**src/dsrb_pkg.sv**
```systemverilog
// Purpose: Shared constants and types of the serial register bank
// Assumes: Byte-wide internal storage, six serial registers
// Notes:   Packed arrays are indexed by serial or internal byte address
package dsrb_pkg;

  // ==========================================================
  // Geometry
  localparam int unsigned DSRB_BYTE_W    = 8;
  localparam int unsigned DSRB_NUM_BYTES = 16;
  localparam int unsigned DSRB_NUM_REGS  = 6;

  // Instruction byte layout
  localparam int unsigned     DSRB_INSTR_READ_BIT = 7;
  localparam logic [4:0]      DSRB_ADDR_LAST      = 5'h05;

  // ==========================================================
  // Per-register first internal byte and byte count
  localparam logic [5:0][3:0] DSRB_REG_BASE =
    {4'he, 4'ha, 4'h9, 4'h7, 4'h4, 4'h0};
  localparam logic [5:0][2:0] DSRB_REG_LEN  =
    {3'h2, 3'h4, 3'h1, 3'h2, 3'h3, 3'h4};

  // Writable bits per internal byte; open bits stay zero
  localparam logic [15:0][7:0] DSRB_BYTE_MASK = {
    8'h3f, 8'hff,                   // phase offset
    8'hff, 8'hff, 8'hff, 8'hff,     // frequency tuning
    8'hff,                          // ramp rate
    8'hff, 8'hff,                   // amplitude scale
    8'h00, 8'h0f, 8'hff,            // control word two
    8'h07, 8'hdf, 8'h37, 8'hba      // control word one
  };
  localparam logic [7:0] DSRB_BYTE_RST = 8'h00;

  // Serial mode bits in control word one, byte 1
  localparam logic [3:0]  DSRB_MODE_BYTE       = 4'h1;
  localparam int unsigned DSRB_LSB_FIRST_BIT   = 0;
  localparam int unsigned DSRB_INPUT_ONLY_BIT  = 1;

  // Reference multiplier field in control word two
  localparam int unsigned DSRB_PLL_MSB = 7;
  localparam int unsigned DSRB_PLL_LSB = 3;
  localparam logic [4:0]  DSRB_PLL_MIN = 5'h04;
  localparam logic [4:0]  DSRB_PLL_MAX = 5'h14;

  // ==========================================================
  // Types
  typedef enum logic [1:0] {
    ST_INSTR = 2'b00,
    ST_WRITE = 2'b01,
    ST_READ  = 2'b10
  } dsrb_state_e;

  typedef struct packed {
    logic serialClock;
    logic chipSelect_b;
    logic resync;
    logic dataIn;
    logic ioUpdate;
  } dsrb_pins_s;

  typedef struct packed {
    logic [31:0] controlWordOne;
    logic [23:0] controlWordTwo;
    logic [13:0] ampScale;
    logic [1:0]  rampSpeed;
    logic [7:0]  ampRampRate;
    logic [31:0] tuningWord;
    logic [13:0] phaseOffset;
    logic        pllBypass;
    logic [4:0]  pllMultiplier;
  } dsrb_active_s;

endpackage

```
**src/dsrb_serial_bank.sv**
```systemverilog
// Purpose: Serially accessed configuration register bank
// Assumes: Serial clock far slower than ref_clk (160 ns period)
// Notes:   Writes land in a buffer; update pin makes them active
`timescale 1ns/1ps

module dsrb_serial_bank (
  input  wire logic           ref_clk,
  input  wire logic           rst_b,
  input  wire logic           serialClock,
  input  wire logic           chipSelectLow_b,
  input  wire logic           serialResyncInput,
  input  wire logic           serialDataIn,
  input  wire logic           ioUpdate,
  output logic                serialDataOut,
  output logic                serialDataOe,
  output logic                serialOutputPin,
  output dsrb_pkg::dsrb_active_s activeRegs
);
  import dsrb_pkg::*;

  // ==========================================================
  // Pin synchronisation
  dsrb_pins_s pinsRaw;
  dsrb_pins_s pinsSync;

  assign pinsRaw = '{serialClock:  serialClock,
                     chipSelect_b: chipSelectLow_b,
                     resync:       serialResyncInput,
                     dataIn:       serialDataIn,
                     ioUpdate:     ioUpdate};

  dsrb_sync uSync (
    .ref_clk (ref_clk),
    .rst_b   (rst_b),
    .din     (pinsRaw),
    .dout    (pinsSync)
  );

  // ==========================================================
  // Edge detection on synchronised pins
  logic sclkPrev_r;
  logic sclkPrev_nxt;
  logic updPrev_r;
  logic updPrev_nxt;
  logic sclkRise;
  logic updRise;
  logic frameAbort;

  always_comb begin
    sclkPrev_nxt = pinsSync.serialClock;
    updPrev_nxt  = pinsSync.ioUpdate;
  end

  always_ff @(posedge ref_clk or negedge rst_b) begin
    if (!rst_b) begin
      sclkPrev_r <= 1'b0;
      updPrev_r  <= 1'b0;
    end else begin
      sclkPrev_r <= sclkPrev_nxt;
      updPrev_r  <= updPrev_nxt;
    end
  end

  // Prev flops reset to the idle low level: no false edge
  assign sclkRise   = pinsSync.serialClock & ~sclkPrev_r;
  assign updRise    = pinsSync.ioUpdate & ~updPrev_r;
  // Host may tie select low (active) and resync low (inactive); either high aborts
  assign frameAbort = pinsSync.chipSelect_b | pinsSync.resync;

  // ==========================================================
  // Storage
  logic [DSRB_BYTE_W-1:0] bufByte_r    [DSRB_NUM_BYTES];
  logic [DSRB_BYTE_W-1:0] bufByte_nxt  [DSRB_NUM_BYTES];
  logic [DSRB_BYTE_W-1:0] actByte_r    [DSRB_NUM_BYTES];
  logic [DSRB_BYTE_W-1:0] actByte_nxt  [DSRB_NUM_BYTES];
  dsrb_active_s           activeRegs_r;
  dsrb_active_s           activeRegs_nxt;

  // Serial mode comes from the active copy only
  logic lsbFirst;
  logic inputOnly;
  assign lsbFirst  = actByte_r[DSRB_MODE_BYTE][DSRB_LSB_FIRST_BIT];
  assign inputOnly = actByte_r[DSRB_MODE_BYTE][DSRB_INPUT_ONLY_BIT];

  // ==========================================================
  // Shifter
  logic                   shiftEn;
  logic                   loadEn;
  logic [DSRB_BYTE_W-1:0] loadData;
  logic [DSRB_BYTE_W-1:0] shiftPar;
  logic                   shiftOut;

  // Data and clock pass the same synchroniser, so setup holds
  assign shiftEn = sclkRise & ~frameAbort;

  dsrb_shift uShift (
    .ref_clk  (ref_clk),
    .rst_b    (rst_b),
    .shiftEn  (shiftEn),
    .loadEn   (loadEn),
    .lsbFirst (lsbFirst),
    .serIn    (pinsSync.dataIn),
    .loadData (loadData),
    .parOut   (shiftPar),
    .serOut   (shiftOut)
  );

  // Internal byte of a register byte, in transfer order
  function automatic logic [3:0] byteAddr(input logic [2:0] sel,
                                          input logic [1:0] idx,
                                          input logic       lsb);
    logic [2:0] len;
    logic [2:0] ofs;
    len = DSRB_REG_LEN[sel];
    ofs = lsb ? {1'b0, idx} : 3'(len - 3'h1 - {1'b0, idx});
    return 4'(DSRB_REG_BASE[sel] + {1'b0, ofs});
  endfunction

  // ==========================================================
  // Serial engine
  dsrb_state_e state_r;
  dsrb_state_e state_nxt;
  logic [2:0]  bitCnt_r;
  logic [2:0]  bitCnt_nxt;
  logic        byteDone_r;
  logic        byteDone_nxt;
  logic [2:0]  regSel_r;
  logic [2:0]  regSel_nxt;
  logic [1:0]  byteIdx_r;
  logic [1:0]  byteIdx_nxt;
  logic        pinData_r;
  logic        pinData_nxt;
  logic        pinOe_r;
  logic        pinOe_nxt;
  logic        outPin_r;
  logic        outPin_nxt;

  always_comb begin
    logic [2:0] newSel;
    logic       lastByte;
    logic [3:0] curAddr;
    logic [4:0] pllField;
    newSel       = shiftPar[2:0];
    lastByte     = ({1'b0, byteIdx_r} == 3'(DSRB_REG_LEN[regSel_r] - 3'h1));
    curAddr      = byteAddr(regSel_r, byteIdx_r, lsbFirst);
    pllField     = 5'h00;
    state_nxt    = state_r;
    bitCnt_nxt   = bitCnt_r;
    byteDone_nxt = 1'b0;
    regSel_nxt   = regSel_r;
    byteIdx_nxt  = byteIdx_r;
    loadEn       = 1'b0;
    loadData     = DSRB_BYTE_RST;
    bufByte_nxt  = bufByte_r;
    actByte_nxt  = actByte_r;

    // Bit count restarts; a half-shifted byte is dropped
    if (frameAbort) begin
      state_nxt  = ST_INSTR;
      bitCnt_nxt = 3'h0;
    end else if (sclkRise) begin
      bitCnt_nxt   = 3'(bitCnt_r + 3'h1);
      byteDone_nxt = (bitCnt_r == 3'h7);
    end

    // Completed byte is one cycle behind its last clock edge
    if (byteDone_r && !frameAbort) begin
      unique case (state_r)
        ST_INSTR: begin
          // Unknown addresses are dropped; next byte is an instruction
          if (shiftPar[4:0] <= DSRB_ADDR_LAST) begin
            regSel_nxt  = newSel;
            byteIdx_nxt = 2'h0;
            if (shiftPar[DSRB_INSTR_READ_BIT]) begin
              state_nxt = ST_READ;
              loadEn    = 1'b1;
              loadData  = bufByte_r[byteAddr(newSel, 2'h0, lsbFirst)];
            end else begin
              state_nxt = ST_WRITE;
            end
          end
        end
        ST_WRITE: begin
          // Open bits masked on entry so they read back zero
          bufByte_nxt[curAddr] = shiftPar & DSRB_BYTE_MASK[curAddr];
          if (lastByte) begin
            state_nxt = ST_INSTR;
          end else begin
            byteIdx_nxt = 2'(byteIdx_r + 2'h1);
          end
        end
        ST_READ: begin
          // Next byte loads once the previous one has gone out
          if (lastByte) begin
            state_nxt = ST_INSTR;
          end else begin
            byteIdx_nxt = 2'(byteIdx_r + 2'h1);
            loadEn      = 1'b1;
            loadData    = bufByte_r[byteAddr(regSel_r,
                                             2'(byteIdx_r + 2'h1),
                                             lsbFirst)];
          end
        end
        default: begin
          state_nxt = ST_INSTR;
        end
      endcase
    end

    // Update copies the buffer as it stood before this cycle
    if (updRise) begin
      actByte_nxt = bufByte_r;
    end

    // Read data goes to the two-way pin or the separate output pin
    pinData_nxt = shiftOut;
    pinOe_nxt   = 1'b0;
    outPin_nxt  = 1'b0;
    if (state_nxt == ST_READ) begin
      if (inputOnly) begin
        outPin_nxt = shiftOut;
      end else begin
        pinOe_nxt = 1'b1;
      end
    end

    // Decoded view of the active bytes
    // Taken from the next bytes so it matches the active copy
    activeRegs_nxt.controlWordOne = {actByte_nxt[3], actByte_nxt[2],
                                     actByte_nxt[1], actByte_nxt[0]};
    activeRegs_nxt.controlWordTwo = {actByte_nxt[6], actByte_nxt[5],
                                     actByte_nxt[4]};
    activeRegs_nxt.ampScale       = {actByte_nxt[8][5:0],
                                     actByte_nxt[7]};
    activeRegs_nxt.rampSpeed      = actByte_nxt[8][7:6];
    activeRegs_nxt.ampRampRate    = actByte_nxt[9];
    activeRegs_nxt.tuningWord     = {actByte_nxt[13], actByte_nxt[12],
                                     actByte_nxt[11],
                                     actByte_nxt[10]};
    activeRegs_nxt.phaseOffset    = {actByte_nxt[15][5:0],
                                     actByte_nxt[14]};
    pllField = actByte_nxt[4][DSRB_PLL_MSB:DSRB_PLL_LSB];
    activeRegs_nxt.pllBypass      = (pllField < DSRB_PLL_MIN) ||
                                    (pllField > DSRB_PLL_MAX);
    activeRegs_nxt.pllMultiplier  = pllField;
  end

  always_ff @(posedge ref_clk or negedge rst_b) begin
    if (!rst_b) begin
      state_r      <= ST_INSTR;
      bitCnt_r     <= 3'h0;
      byteDone_r   <= 1'b0;
      regSel_r     <= 3'h0;
      byteIdx_r    <= 2'h0;
      pinData_r    <= 1'b0;
      pinOe_r      <= 1'b0;
      outPin_r     <= 1'b0;
      activeRegs_r <= '0;
      // Every byte clears, scale and ramp bytes included
      for (int i = 0; i < DSRB_NUM_BYTES; i++) begin
        bufByte_r[i] <= DSRB_BYTE_RST;
        actByte_r[i] <= DSRB_BYTE_RST;
      end
    end else begin
      state_r      <= state_nxt;
      bitCnt_r     <= bitCnt_nxt;
      byteDone_r   <= byteDone_nxt;
      regSel_r     <= regSel_nxt;
      byteIdx_r    <= byteIdx_nxt;
      pinData_r    <= pinData_nxt;
      pinOe_r      <= pinOe_nxt;
      outPin_r     <= outPin_nxt;
      activeRegs_r <= activeRegs_nxt;
      for (int i = 0; i < DSRB_NUM_BYTES; i++) begin
        bufByte_r[i] <= bufByte_nxt[i];
        actByte_r[i] <= actByte_nxt[i];
      end
    end
  end

  // ==========================================================
  // Outputs
  // Pins and decoded registers all come from flip-flops
  assign serialDataOut   = pinData_r;
  assign serialDataOe    = pinOe_r;
  assign serialOutputPin = outPin_r;
  assign activeRegs      = activeRegs_r;

endmodule

```
**src/dsrb_shift.sv**
```systemverilog
// Purpose: Byte shifter shared by serial receive and transmit
// Assumes: Shift and load never requested in the same cycle
// Notes:   Order follows lsbFirst in both directions
`timescale 1ns/1ps
module dsrb_shift (
  input  wire logic       ref_clk,
  input  wire logic       rst_b,
  input  wire logic       shiftEn,
  input  wire logic       loadEn,
  input  wire logic       lsbFirst,
  input  wire logic       serIn,
  input  wire logic [7:0] loadData,
  output logic      [7:0] parOut,
  output logic            serOut
);
  import dsrb_pkg::*;

  logic [DSRB_BYTE_W-1:0] shift_r;
  logic [DSRB_BYTE_W-1:0] shift_nxt;

  // ==========================================================
  // Shift register
  always_comb begin
    shift_nxt = shift_r;
    if (loadEn) begin
      shift_nxt = loadData;
    end else if (shiftEn) begin
      shift_nxt = lsbFirst ? {serIn, shift_r[7:1]}
                           : {shift_r[6:0], serIn};
    end
  end

  always_ff @(posedge ref_clk or negedge rst_b) begin
    if (!rst_b) begin
      shift_r <= DSRB_BYTE_RST;
    end else begin
      shift_r <= shift_nxt;
    end
  end

  assign parOut = shift_r;
  assign serOut = lsbFirst ? shift_r[0] : shift_r[7];

endmodule

```
**src/dsrb_sync.sv**
```systemverilog
// Purpose: Two-flop synchroniser for the serial port pins
// Assumes: Inputs are asynchronous to ref_clk
// Notes:   First stage feeds only the second stage
`timescale 1ns/1ps
module dsrb_sync (
  input  wire logic                ref_clk,
  input  wire logic                rst_b,
  input  wire dsrb_pkg::dsrb_pins_s din,
  output dsrb_pkg::dsrb_pins_s     dout
);
  import dsrb_pkg::*;

  dsrb_pins_s meta_r;
  dsrb_pins_s meta_nxt;
  dsrb_pins_s stable_r;
  dsrb_pins_s stable_nxt;

  // ==========================================================
  // Two stages
  always_comb begin
    meta_nxt   = din;
    stable_nxt = meta_r;
  end

  always_ff @(posedge ref_clk or negedge rst_b) begin
    if (!rst_b) begin
      // Select deasserted at reset so no frame starts
      meta_r   <= '{chipSelect_b: 1'b1, default: 1'b0};
      stable_r <= '{chipSelect_b: 1'b1, default: 1'b0};
    end else begin
      meta_r   <= meta_nxt;
      stable_r <= stable_nxt;
    end
  end

  assign dout = stable_r;

endmodule
```
**config.mk**
```make
export PLATFORM = sky130hd
export DESIGN_NAME = dsrb_serial_bank
export DESIGN_NICKNAME = d
export VERILOG_FILES = /design/src/dsrb_pkg.sv /design/src/dsrb_serial_bank.sv /design/src/dsrb_shift.sv /design/src/dsrb_sync.sv
export SDC_FILE = /design/constraint.sdc
export NUM_CORES = 1
export LEC_CHECK = 0
export BUFFER_PORTS_ARGS = -buffer_cell sky130_fd_sc_hd__buf_2
export CAP_MARGIN = 20
export CORE_MARGIN = 2
export CORE_UTILIZATION = 64
export DETAILED_ROUTE_END_ITERATION = 7
export GPL_ROUTABILITY_DRIVEN = 1
export PLACE_DENSITY = 0.84
export REMOVE_ABC_BUFFERS = 1
export SYNTH_ARGS = -nofsm -noshare
export SYNTH_HDL_FRONTEND = slang
export SYNTH_SLANG_ARGS = --single-unit
export TNS_END_PERCENT = 30
```
**constraint.sdc**
```tcl
create_clock -name ref_clk -period 11.3 [get_ports ref_clk]
set_clock_uncertainty 0.1 [all_clocks]
set_input_delay 0.565 -clock ref_clk [delete_from_list [all_inputs] [get_ports ref_clk]]
set_output_delay 0.565 -clock ref_clk [all_outputs]
set_load 0.01 [all_outputs]
```
==> flow_summary.toml <==
[setup_path]
path_depth = 12
ff2ff_path_depth = 12
worstPathArrival_ns = 5.02
cp_top_family = "XOR/XNOR gates"
path_max_fanout = 13
worst-setup-path-type = "flop to flop"
path_cells = "inv_1 -> ha_1 -> or3_1 -> a21oi_1 -> xnor2_1 -> nor2_1 -> ha_1 -> a21oi_4 -> xnor2_2 -> a21boi_1 -> buf_4 -> mux2_2"
cp-start-kind = "flop"
required_ns = 11.64
critPathMaxStageDelay_ns = 0.88
cp_num_buf_inv = 2
crit_top_cell = "ha_1"
crit_path_top_delay_cell = "xnor2_2"
worstSetupEndpointType = "flop"

[final_layout]
antennaDiodeCount = 0
final_cell_mix = "287 x dfrtp_1, 219 x mux2_2, 140 x buf_2, 64 x mux4_2, 49 x mux2i_1"
final_common_cell = "dfrtp_1"
drive_above_1_share_pct = 44.0
area_delta_synth_final_pct = 12.7
stdcell_area_sq_um = 16500
fin_util_pct = 73.2
finalNetCount = 1216

[sta]
slew_headroom_pct = 23.1
finalCriticalPeriod_ns = 4.68
fmax_ghz = 0.214
final-max-slew-violation-count = 0
final-hold-violation-count = 0
setup_viol = 0
tightestPinTransition_ns = 1.15
fin_crit_sh_pct = 41.4
finalSetupTns_ns = 0
rsz0062_at_grt = "no"

[global_routing]
grt_util_all_layers_pct = 30.3
grt_start_max_net_pins = 128
grt_overflow_total = 0
grt_pass1_vias = 10155
antenna_found_initial = 0
grt_pass1_wl_um = 57000

[floorplan]
ios = 142
dieHeight_um = 155
core_sq_um = 22500
fp.dieW_um = 155
die_area_sq_um = 24000
core.rowCount = 55
start_util_pct = 64.9

[route]
avgRoutedWirePerCell_um = 24.3
dr.pass1.iters = 5
drc = 0
postRouteAntennaNets = 0
drtIter0Drc = 803
drt-total-wl_um = 36000
viasPerCell = 6.66
vias = 9863

[synthesis]
syn-instance-count = 1057
synth_edf_count = 0
synth_seq_cells = 289
synth_area_sq_um = 14600
yosysSeqAreaShare_pct = 49.5
netlist-cell-type-count = 66
syn_area_per_cell_sq_um = 13.8
async_flop_share_pct = 100
synth_top_flop_cell = "dfrtp_1"
yosys_warnings = 0

[cts]
cts_resized = 0
numCtsBuffers = 30
htree_levels = 1
cts-hold-fix-buffers = 4
post-cts-setup-buffer-count = 0
clockBufferDepth = 3
worst_setup_hold_path_clk_slew_ns = 0.06
clk_latency_ns = 0.57
cts-root-buf = "clkbuf_16"
cts_tree = "yes"
cts.sinks = 289

[placed_design]
dpl_cell_area_sq_um = 15400
port_buffers = 141
hpwl_um = 23700
gp_congestion = 0.948

[power]
power_density_nw_per_um2 = 147
ir_drop_uv = 119
p_leak_nw = 8.07

[run_status]
status = "finished, final reports clean"

[flow_run]
max-cap-violations = 0

[min_path]
holdPathStages = 1
hold_path_class = "input port to flop"
[through the flow]
step / std cells / hold WS [ns] / power (mW) / worst slack [ns]
2_1_floorplan: 977 / 0.169 / 1.35 / 6.41
3_3_place_gp: 1419 / 0.232 / 1.47 / 6.82
3_5_place_dp: 1420 / 0.240 / 1.48 / 6.72
4_1_cts: 1476 / 0.00609 / 2.41 / 6.65
5_1_grt: 1480 / 0.0109 / 2.48 / 6.44
6_report: 1480 / 0.0140 / 2.41 / 6.62
[path summary, 6_finish.rpt]
kind                            startpoint               to  slack, ns
max                            regSel_r[0]    bufByte_r[83]       6.62
min                            serialClock  uSync.meta_r[4]       0.01
max reg2reg                    regSel_r[0]    bufByte_r[83]       6.62
min reg2reg                uSync.meta_r[3]    uSync.dout[3]       0.26
max in group asynchronous            rst_b   activeRegs[30]       9.72
min in group asynchronous            rst_b    actByte_r[79]       0.02
[area by class of cell]
class	count	area [sq um]
Sequential cell	289	7230
Tap cell	285	357
Clock buffer	44	843
Timing Repair Buffer	166	946
Multi-Input combinational cell	661	6900
Clock inverter	8	82.6
Inverter	27	101
Fill cell	1398	6030
[synthesized netlist by cell type, types with 3 or more instances]
cell type,instances,area share [%]
or2_2,3,0.13
o31ai_1,19,0.98
nand4_1,9,0.39
o21ai_0,48,1.6
nor2_1,18,0.46
o21a_1,4,0.21
o211ai_1,10,0.51
a211oi_1,11,0.57
nand2b_1,3,0.13
nand2_1,25,0.64
nor3_1,7,0.24
xnor2_1,6,0.36
mux4_2,64,9.9
a21oi_1,18,0.62
and2_1,11,0.47
buf_2,29,0.99
inv_1,27,0.69
a21oi_4,3,0.33
nor4_1,8,0.34
xor2_1,6,0.36
mux2i_1,49,3.4
ha_1,29,2.5
o41ai_1,16,0.96
fa_1,5,0.69
nand3_1,6,0.21
dfrtp_1,287,49
nor2_2,8,0.34
nor3_4,6,0.67
mux2_2,219,17
and3_1,4,0.17
buf_4,12,0.62
o221ai_1,8,0.48
clkbuf_1,34,0.87
[where the power goes]
part / switching, mW / leakage [nW] / internal (mW)
registers: 0.0231 / 3.98 / 1.05
clock network: 0.407 / 0.452 / 0.537
logic: 0.251 / 3.64 / 0.150
total: 0.681 / 8.07 / 1.73
[routing by layer]
metal	up-vias	track usage, %	part of all wire (%)
met2	521	49.1	49
met5	-	0	0
met4	0	12.2	4.3
li1	4204	-	-
met3	118	5.65	7.9
met1	5020	41.1	39
[kinds of logic (layout without fill, tap and decap cells)]
logic type / count (synthesis) / after routing / synth area share (%)
DFF: 289 / 289 / 49.5
and+or+nand+nor: 120 / 120 / 4.93
xor gates and xnor gates: 16 / 16 / 1.24
buffers and inverters: 107 / 245 / 3.42
AOI/OAI and AO/OA: 159 / 159 / 7.61
adders and majority gates: 34 / 34 / 3.17
muxes: 332 / 332 / 30.1
[registers in the layout, indices dropped and copies added (netlist names)]
signal	flops
bitCnt_r	3
serialDataOe	1
uSync.meta_r	5
sclkPrev_r	1
byteDone_r	1
uSync.dout	5
activeRegs	121
bufByte_r	128
regSel_r	3
state_r	2
uShift.parOut	8
byteIdx_r	2
serialOutputPin	1
serialDataOut	1
actByte_r	6
updPrev_r	1
No activity file was read; power rests on OpenSTA's default activity.
